`config.mk`:
```
export PLATFORM = sky130hd
export DESIGN_NAME = pipm_engine
export DESIGN_NICKNAME = d
export VERILOG_FILES = /design/src/pipm_pkg.sv /design/src/pipm_engine.sv
export VERILOG_INCLUDE_DIRS = /design/src
export SDC_FILE = /design/constraint.sdc
export NUM_CORES = 1
export LEC_CHECK = 0
export BUFFER_PORTS_ARGS = -buffer_cell sky130_fd_sc_hd__buf_2
export CORE_MARGIN = 2
export CORE_UTILIZATION = 60
export DETAILED_ROUTE_END_ITERATION = 10
export PLACE_DENSITY = 0.85
export SYNTH_ARGS = -nofsm -noshare
export SYNTH_HDL_FRONTEND = slang
export SYNTH_SLANG_ARGS = --single-unit
```
`constraint.sdc`:
```
create_clock -name clock -period 3.8 [get_ports clock]
set_clock_uncertainty 0.15 [all_clocks]
set_input_delay 0.57 -clock clock [delete_from_list [all_inputs] [get_ports clock]]
set_output_delay 0.57 -clock clock [all_outputs]
set_load 0.01 [all_outputs]
```
`src/pipm_defines.svh`:
```
// pipm_defines.svh: offsets, field positions and reset values of the pin
// interrupt and pattern match block.
// assumes it is included by the package, the block and the test, once each.
`ifndef PIPM_DEFINES_SVH
`define PIPM_DEFINES_SVH
`define PIPM_NCH          8
`define PIPM_ADDR_W       6
// register offsets, byte addresses
`define PIPM_REG_MODE     6'h00
`define PIPM_REG_ENRISE   6'h04
`define PIPM_REG_ENFALL   6'h08
`define PIPM_REG_RISEFLG  6'h0c
`define PIPM_REG_FALLFLG  6'h10
`define PIPM_REG_STATUS   6'h14
`define PIPM_REG_PMCTRL   6'h18
`define PIPM_REG_PMSRC    6'h1c
`define PIPM_REG_PMCFG    6'h20
`define PIPM_REG_PMTERM   6'h24
`define PIPM_REG_PINS     6'h28
// pattern control fields
`define PIPM_PMCTRL_SEL   0
`define PIPM_PMCTRL_EVEN  1
// per-slice condition encodings, 3 bits each
`define PIPM_CND_HIGH     3'h0
`define PIPM_CND_LOW      3'h1
`define PIPM_CND_RISE     3'h2
`define PIPM_CND_FALL     3'h3
`define PIPM_CND_EDGE     3'h4
`define PIPM_CND_ONE      3'h5
`define PIPM_CND_ZERO     3'h6
`define PIPM_RST_WORD     32'h0000_0000
`endif

```
`src/pipm_pkg.sv`:
```
// pipm_pkg.sv: types of the pin interrupt and pattern match block.
// assumes pipm_defines.svh sits beside it.
`include "pipm_defines.svh"
package pipm_pkg;
  typedef logic [`PIPM_NCH-1:0] pipm_vec_type;

  typedef struct packed {
    logic [`PIPM_ADDR_W-1:0] addr;
    logic [31:0]             wdata;
    logic                    wr;
    logic                    rd;
  } pipm_bus_type;

  typedef struct packed {
    pipm_vec_type pinSync1;
    pipm_vec_type pinSync2;
    pipm_vec_type pinPrev;
    pipm_vec_type levelMode;
    pipm_vec_type enRise;
    pipm_vec_type enFall;
    pipm_vec_type riseFlag;
    pipm_vec_type fallFlag;
    pipm_vec_type irq;
    logic         wake;
    logic         patSel;
    logic         evEnable;
    logic [23:0]  pmSrc;
    logic [23:0]  pmCfg;
    pipm_vec_type termEnd;
    pipm_vec_type termHit;
    logic         evPulse;
    logic [31:0]  rdata;
  } pipm_state_type;
endpackage : pipm_pkg

```
`src/pipm_engine.sv`:
```
// pipm_engine.sv: eight pin interrupt channels and a pattern match engine.
// assumes pins are chosen outside (system configuration block) and are
// synchronous to clock; software drives the plain register port.
//
// Implementation choices: the address map and the strobed register port.
`timescale 1ns/1ps
`include "pipm_defines.svh"
module pipm_engine
  import pipm_pkg::*;
(
  input  wire logic                    clock,
  input  wire logic                    rstn,
  input  wire logic [`PIPM_NCH-1:0]    pinIn,
  input  wire logic [`PIPM_ADDR_W-1:0] regAddr,
  input  wire logic [31:0]             regWdata,
  input  wire logic                    regWr,
  input  wire logic                    regRd,
  output logic      [31:0]             regRdata,
  output logic      [`PIPM_NCH-1:0]    irqOut,
  output logic                         wakeOut,
  output logic                         eventOut
);
  pipm_state_type s_q;
  pipm_state_type s_d;
  pipm_bus_type   bus;

  assign bus = '{addr: regAddr, wdata: regWdata, wr: regWr, rd: regRd};

  // condition of one slice against the synchronised pins
  function automatic logic slice_hit(input logic [2:0] cnd,
                                     input logic cur, input logic prv,
                                     input logic edg);
    unique case (cnd)
      `PIPM_CND_HIGH: slice_hit = cur;
      `PIPM_CND_LOW:  slice_hit = !cur;
      `PIPM_CND_RISE: slice_hit = edg & cur & !prv;
      `PIPM_CND_FALL: slice_hit = edg & !cur & prv;
      `PIPM_CND_EDGE: slice_hit = edg & (cur ^ prv);
      `PIPM_CND_ONE:  slice_hit = 1'b1;
      default:        slice_hit = 1'b0;
    endcase
  endfunction : slice_hit

  logic [`PIPM_NCH-1:0] rise;
  logic [`PIPM_NCH-1:0] fall;
  logic [`PIPM_NCH-1:0] term;
  logic                 acc;
  logic [2:0]           src;

  always_comb begin
    rise = s_q.pinSync2 & ~s_q.pinPrev;
    fall = ~s_q.pinSync2 & s_q.pinPrev;
    // product terms: slices chained until a slice marked as term end
    acc  = 1'b1;
    term = '0;
    for (int i = 0; i < `PIPM_NCH; i++) begin
      src = s_q.pmSrc[3*i +: 3];
      acc = acc & slice_hit(s_q.pmCfg[3*i +: 3], s_q.pinSync2[src],
                            s_q.pinPrev[src], 1'b1);
      if (s_q.termEnd[i]) begin
        term[i] = acc;
        acc     = 1'b1;
      end
    end

    s_d          = s_q;
    s_d.pinSync1 = pinIn;
    s_d.pinSync2 = s_q.pinSync1;
    s_d.pinPrev  = s_q.pinSync2;
    s_d.evPulse  = 1'b0;

    // flags: hardware set wins over a software clear in the same cycle
    if (bus.wr && bus.addr == `PIPM_REG_RISEFLG)
      s_d.riseFlag = s_q.riseFlag & ~bus.wdata[`PIPM_NCH-1:0];
    if (bus.wr && bus.addr == `PIPM_REG_FALLFLG)
      s_d.fallFlag = s_q.fallFlag & ~bus.wdata[`PIPM_NCH-1:0];
    if (bus.wr && bus.addr == `PIPM_REG_STATUS) begin
      s_d.riseFlag = s_d.riseFlag & ~(bus.wdata[`PIPM_NCH-1:0] & ~s_q.levelMode);
      s_d.fallFlag = s_d.fallFlag & ~(bus.wdata[`PIPM_NCH-1:0] & ~s_q.levelMode);
    end
    s_d.riseFlag = s_d.riseFlag | (rise & ~s_q.levelMode);
    s_d.fallFlag = s_d.fallFlag | (fall & ~s_q.levelMode);

    if (bus.wr) begin
      unique case (bus.addr)
        `PIPM_REG_MODE:   s_d.levelMode = bus.wdata[`PIPM_NCH-1:0];
        `PIPM_REG_ENRISE: s_d.enRise    = bus.wdata[`PIPM_NCH-1:0];
        `PIPM_REG_ENFALL: s_d.enFall    = bus.wdata[`PIPM_NCH-1:0];
        `PIPM_REG_PMCTRL: begin
          s_d.patSel   = bus.wdata[`PIPM_PMCTRL_SEL];
          s_d.evEnable = bus.wdata[`PIPM_PMCTRL_EVEN];
        end
        `PIPM_REG_PMSRC:  s_d.pmSrc   = bus.wdata[23:0];
        `PIPM_REG_PMCFG:  s_d.pmCfg   = bus.wdata[23:0];
        `PIPM_REG_PMTERM: s_d.termEnd = bus.wdata[`PIPM_NCH-1:0];
        default: ;
      endcase
    end

    // level mode: enRise enables, enFall chooses high (0) or low (1)
    s_d.termHit = s_q.patSel ? term : '0;
    for (int i = 0; i < `PIPM_NCH; i++) begin
      if (s_q.patSel)
        s_d.irq[i] = term[i];
      else if (s_q.levelMode[i])
        s_d.irq[i] = s_q.enRise[i] &
                     (s_q.pinSync2[i] ^ s_q.enFall[i]);
      else
        s_d.irq[i] = (s_q.riseFlag[i] & s_q.enRise[i]) |
                     (s_q.fallFlag[i] & s_q.enFall[i]);
    end
    // only plain channel requests may wake the part
    s_d.wake    = !s_q.patSel && (|s_d.irq);
    // one pulse per new match, so a held pattern is not a stream of events
    s_d.evPulse = s_q.patSel && s_q.evEnable
                  && (|(term & ~s_q.termHit));

    s_d.rdata = `PIPM_RST_WORD;
    if (bus.rd) begin
      unique case (bus.addr)
        `PIPM_REG_MODE:    s_d.rdata[`PIPM_NCH-1:0] = s_q.levelMode;
        `PIPM_REG_ENRISE:  s_d.rdata[`PIPM_NCH-1:0] = s_q.enRise;
        `PIPM_REG_ENFALL:  s_d.rdata[`PIPM_NCH-1:0] = s_q.enFall;
        `PIPM_REG_RISEFLG: s_d.rdata[`PIPM_NCH-1:0] = s_q.riseFlag;
        `PIPM_REG_FALLFLG: s_d.rdata[`PIPM_NCH-1:0] = s_q.fallFlag;
        `PIPM_REG_STATUS:  s_d.rdata[`PIPM_NCH-1:0] = s_q.irq;
        `PIPM_REG_PMCTRL:  s_d.rdata[1:0] = {s_q.evEnable, s_q.patSel};
        `PIPM_REG_PMSRC:   s_d.rdata[23:0] = s_q.pmSrc;
        `PIPM_REG_PMCFG:   s_d.rdata[23:0] = s_q.pmCfg;
        `PIPM_REG_PMTERM:  s_d.rdata[`PIPM_NCH-1:0] = s_q.termEnd;
        `PIPM_REG_PINS:    s_d.rdata[`PIPM_NCH-1:0] = s_q.pinSync2;
        default: ;
      endcase
    end
  end

  always_ff @(posedge clock or negedge rstn) begin
    if (!rstn) begin
      s_q <= '0;
    end else begin
      s_q <= s_d;
    end
  end

  assign regRdata = s_q.rdata;
  assign irqOut   = s_q.irq;
  assign wakeOut  = s_q.wake;
  assign eventOut = s_q.evPulse;
endmodule : pipm_engine

```
==> flow_summary.json <==
{
  "final.setup.tns_ns": 0,
  "synth-simple-area-share": 0.0856,
  "grt_overflow_total": 0,
  "synth_seq_area_share": 0.461,
  "cp_max_fo": 9,
  "post_drt_wl_per_cell_um": 24.4,
  "synth_fa_ha_area_frac": 0.0225,
  "io_pins": 92,
  "coreArea_um2": 14500,
  "synth-edff-count": 0,
  "worst_hold_slack_ns": 0.0463,
  "grt_pass1_vias": 6850,
  "cts_buffer_depth": 2,
  "hold_class": "input port to asynchronous set/reset pin",
  "rows": 44,
  "die-area_um2": 15800,
  "clock.fmax_mhz": 271,
  "hold_violations": 0,
  "synthDistinctLibCells": 67,
  "final_layout_size_suffix_gt1_frac": 0.329,
  "synth_compound_area_frac": 0.139,
  "gp_congestion": 0.953,
  "met3_usage": 0.0922,
  "portBuffers": 75,
  "path_common_cell": "o21ai_1",
  "root_buffer": "clkbuf_16",
  "drv_slew": 0,
  "fillers": 1033,
  "cts_made_buffers": 17,
  "syn_area_per_cell_um2": 11.7,
  "grt_pass1_wl_um": 38400,
  "hpwl_um": 16600,
  "cp.required_ns": 3.96,
  "fp.dieW_um": 126,
  "synth_xor_area_frac": 0.00984,
  "final_common_cell": "dfrtp_1",
  "die_y_um": 126,
  "period_needed_ns": 3.69,
  "met1_usage": 0.421,
  "outcome": "finished, final reports clean",
  "maxCapViolCount": 0,
  "finalWirelength_um": 24700,
  "crit_path_end_kind": "flip-flop",
  "synth_top_family_by_area": "multiplexers",
  "irDropWorstVdd_uv": 372,
  "crit_type": "flip-flop to flip-flop",
  "num_vias": 6935,
  "antenna_cells": 0,
  "dpl.cell_count": 978,
  "top_usage_layer": "met2",
  "first_pass_iters": 5,
  "final_cell_mix": "159 x dfrtp_1, 83 x mux2_2, 74 x buf_2",
  "crit_chain": "mux4_2 -> mux2i_4 -> inv_1 -> ha_1 -> nor2b_1 -> o21ai_1 -> a211oi_1 -> a31oi_1 -> a21o_1 -> a2111o_1 -> a311oi_2 -> o21ai_1",
  "tightest_slew_ns": 0.919,
  "drtIter0Drc": 941,
  "ys_warn_count": 0,
  "startpoint_type": "flip-flop",
  "final-instance-count-excl-fill": 1015,
  "h-tree-depth": 4,
  "cts.sinks": 164,
  "crit_arrival_ns": 3.86,
  "postRouteAntennaNets": 0,
  "layout.nets": 884,
  "slowest_stage": "mux4_2",
  "routed_via_density": 6.83,
  "async_flop_share": 1.00,
  "synth_mux_area_frac": 0.217,
  "grt_max_degree": 95,
  "pre_cts_ws_ns": 0.0738,
  "grt.met2_usage": 0.492,
  "fin_crit_sh": 0.972,
  "synth-seq-cells": 164,
  "setup_slack_ns": 0.105,
  "slew_headroom": 0.385,
  "antenna_found_initial": 0,
  "clk_pin_slew_ns": 0.06,
  "synthesis.area_um2": 8900,
  "cellPowerDensity_nw_per_um2": 504,
  "setup_viol": 0,
  "area_growth_pct": 12.1,
  "syn_inst": 761,
  "cts_tree": "yes",
  "p_leak_nw": 4.48,
  "clock_latency_ns": 0.43,
  "synthFlopType": "dfrtp_1",
  "start_util": 0.612,
  "remaining_drc_errors": 0,
  "slowest_delay_ns": 0.53,
  "grt_usage": 0.320
}
flip-flops by register name, summed over array words and instances (netlist names):
register,flops
irqOut,8
eventOut,1
wakeOut,1
s_d,16
regRdata,24
s_q,114
cells in the mapped netlist (6+ instances only):
| master | number | area (um^2) |
|---|---|---|
| dfrtp_1 | 164 | 4100 |
| mux2_2 | 83 | 935 |
| nor2_1 | 48 | 180 |
| nand2_1 | 45 | 169 |
| buf_4 | 40 | 300 |
| o21ai_0 | 37 | 185 |
| clkbuf_1 | 32 | 120 |
| inv_1 | 32 | 120 |
| a22o_1 | 31 | 272 |
| mux4_2 | 28 | 631 |
| nor2b_1 | 25 | 156 |
| a22oi_1 | 24 | 180 |
| mux2i_1 | 20 | 200 |
| a221oi_1 | 17 | 149 |
| ha_1 | 16 | 200 |
| a31oi_1 | 10 | 62.6 |
| a21oi_1 | 9 | 45.0 |
| o22ai_1 | 6 | 37.5 |
| xor2_1 | 6 | 52.6 |
cells by family (layout without fill, tap and decap cells):
family | count (synthesis) | count (layout)
xor gates and xnor gates | 10 | 10
AOI/OAI and AO/OA | 166 | 166
DFF | 164 | 164
buffers and inverters | 109 | 172
other | 1 | 8
muxes | 139 | 139
and+or+nand+nor | 156 | 156
adders and majority gates | 16 | 16
worst max-delay path, delay by kind of cell (launching register included):
kind                     cells  cell delay, ns
AND/OR/NAND/NOR              1            0.16
buffers and inverters        1            0.08
adder cells (fa/ha/maj)      1            0.30
flip-flops                   1            0.50
AO/OA/AOI/OAI                7            1.61
multiplexers                 2            0.77
cell type report:
class                      instances  area (um^2)  share of cell area
sequential                       164         4110               0.412
timing repair buffer             107          622              0.0624
multi-input combinational        495         4270               0.428
clock inverter                    14          178              0.0178
inverter                          33          124              0.0124
clock buffer                      18          439              0.0440
tap                              184          230              0.0231
routing by layer:
layer / vias up / wire [um]
met5: - / 0
met4: 0 / 1080
met3: 98 / 2920
met2: 476 / 11300
met1: 3472 / 9430
li1: 2889 / -
final timing paths:
kind	end	startpoint	slack, ns	cells past startpoint
setup / recovery	irqOut[7]$_DFF_PN0_	s_d[155]$_DFF_PN0_	0.11	12
hold / removal	s_q[97]$_DFFE_PN0P_	rstn	0.05	1
setup reg to reg	irqOut[7]$_DFF_PN0_	s_d[155]$_DFF_PN0_	0.11	12
hold reg to reg	s_d[153]$_DFF_PN0_	s_d[161]$_DFF_PN0_	0.21	0
max in group asynchronous	s_q[73]$_DFFE_PN0P_	rstn	2.55	2
min in group clock	s_d[161]$_DFF_PN0_	pinIn[5]	0.09	1
where the power goes:
| part | switching (W) | leakage, nW | internal (W) |
|---|---|---|---|
| registers | 0.000283 | 2.08 | 0.00191 |
| clock network | 0.000734 | 0.289 | 0.00106 |
| logic | 0.000529 | 2.11 | 0.000511 |
what timing repair did:
item                                    4_1_cts  5_1_grt
gates resized for setup                       0       11
hold buffers                                  0        0
endpoints found under the setup margin        0        9
buffers inserted                              0        5
per-stage QoR:
stage                      util  power, W  area (um^2)
after global placement    0.639   0.00312         9290
after CTS                 0.682   0.00499         9910
after global routing      0.686   0.00522         9970
after detailed placement  0.639   0.00320         9290
final                     0.686   0.00502         9970
after floorplan               -   0.00287         8920
(Power assumes the default switching activity.)
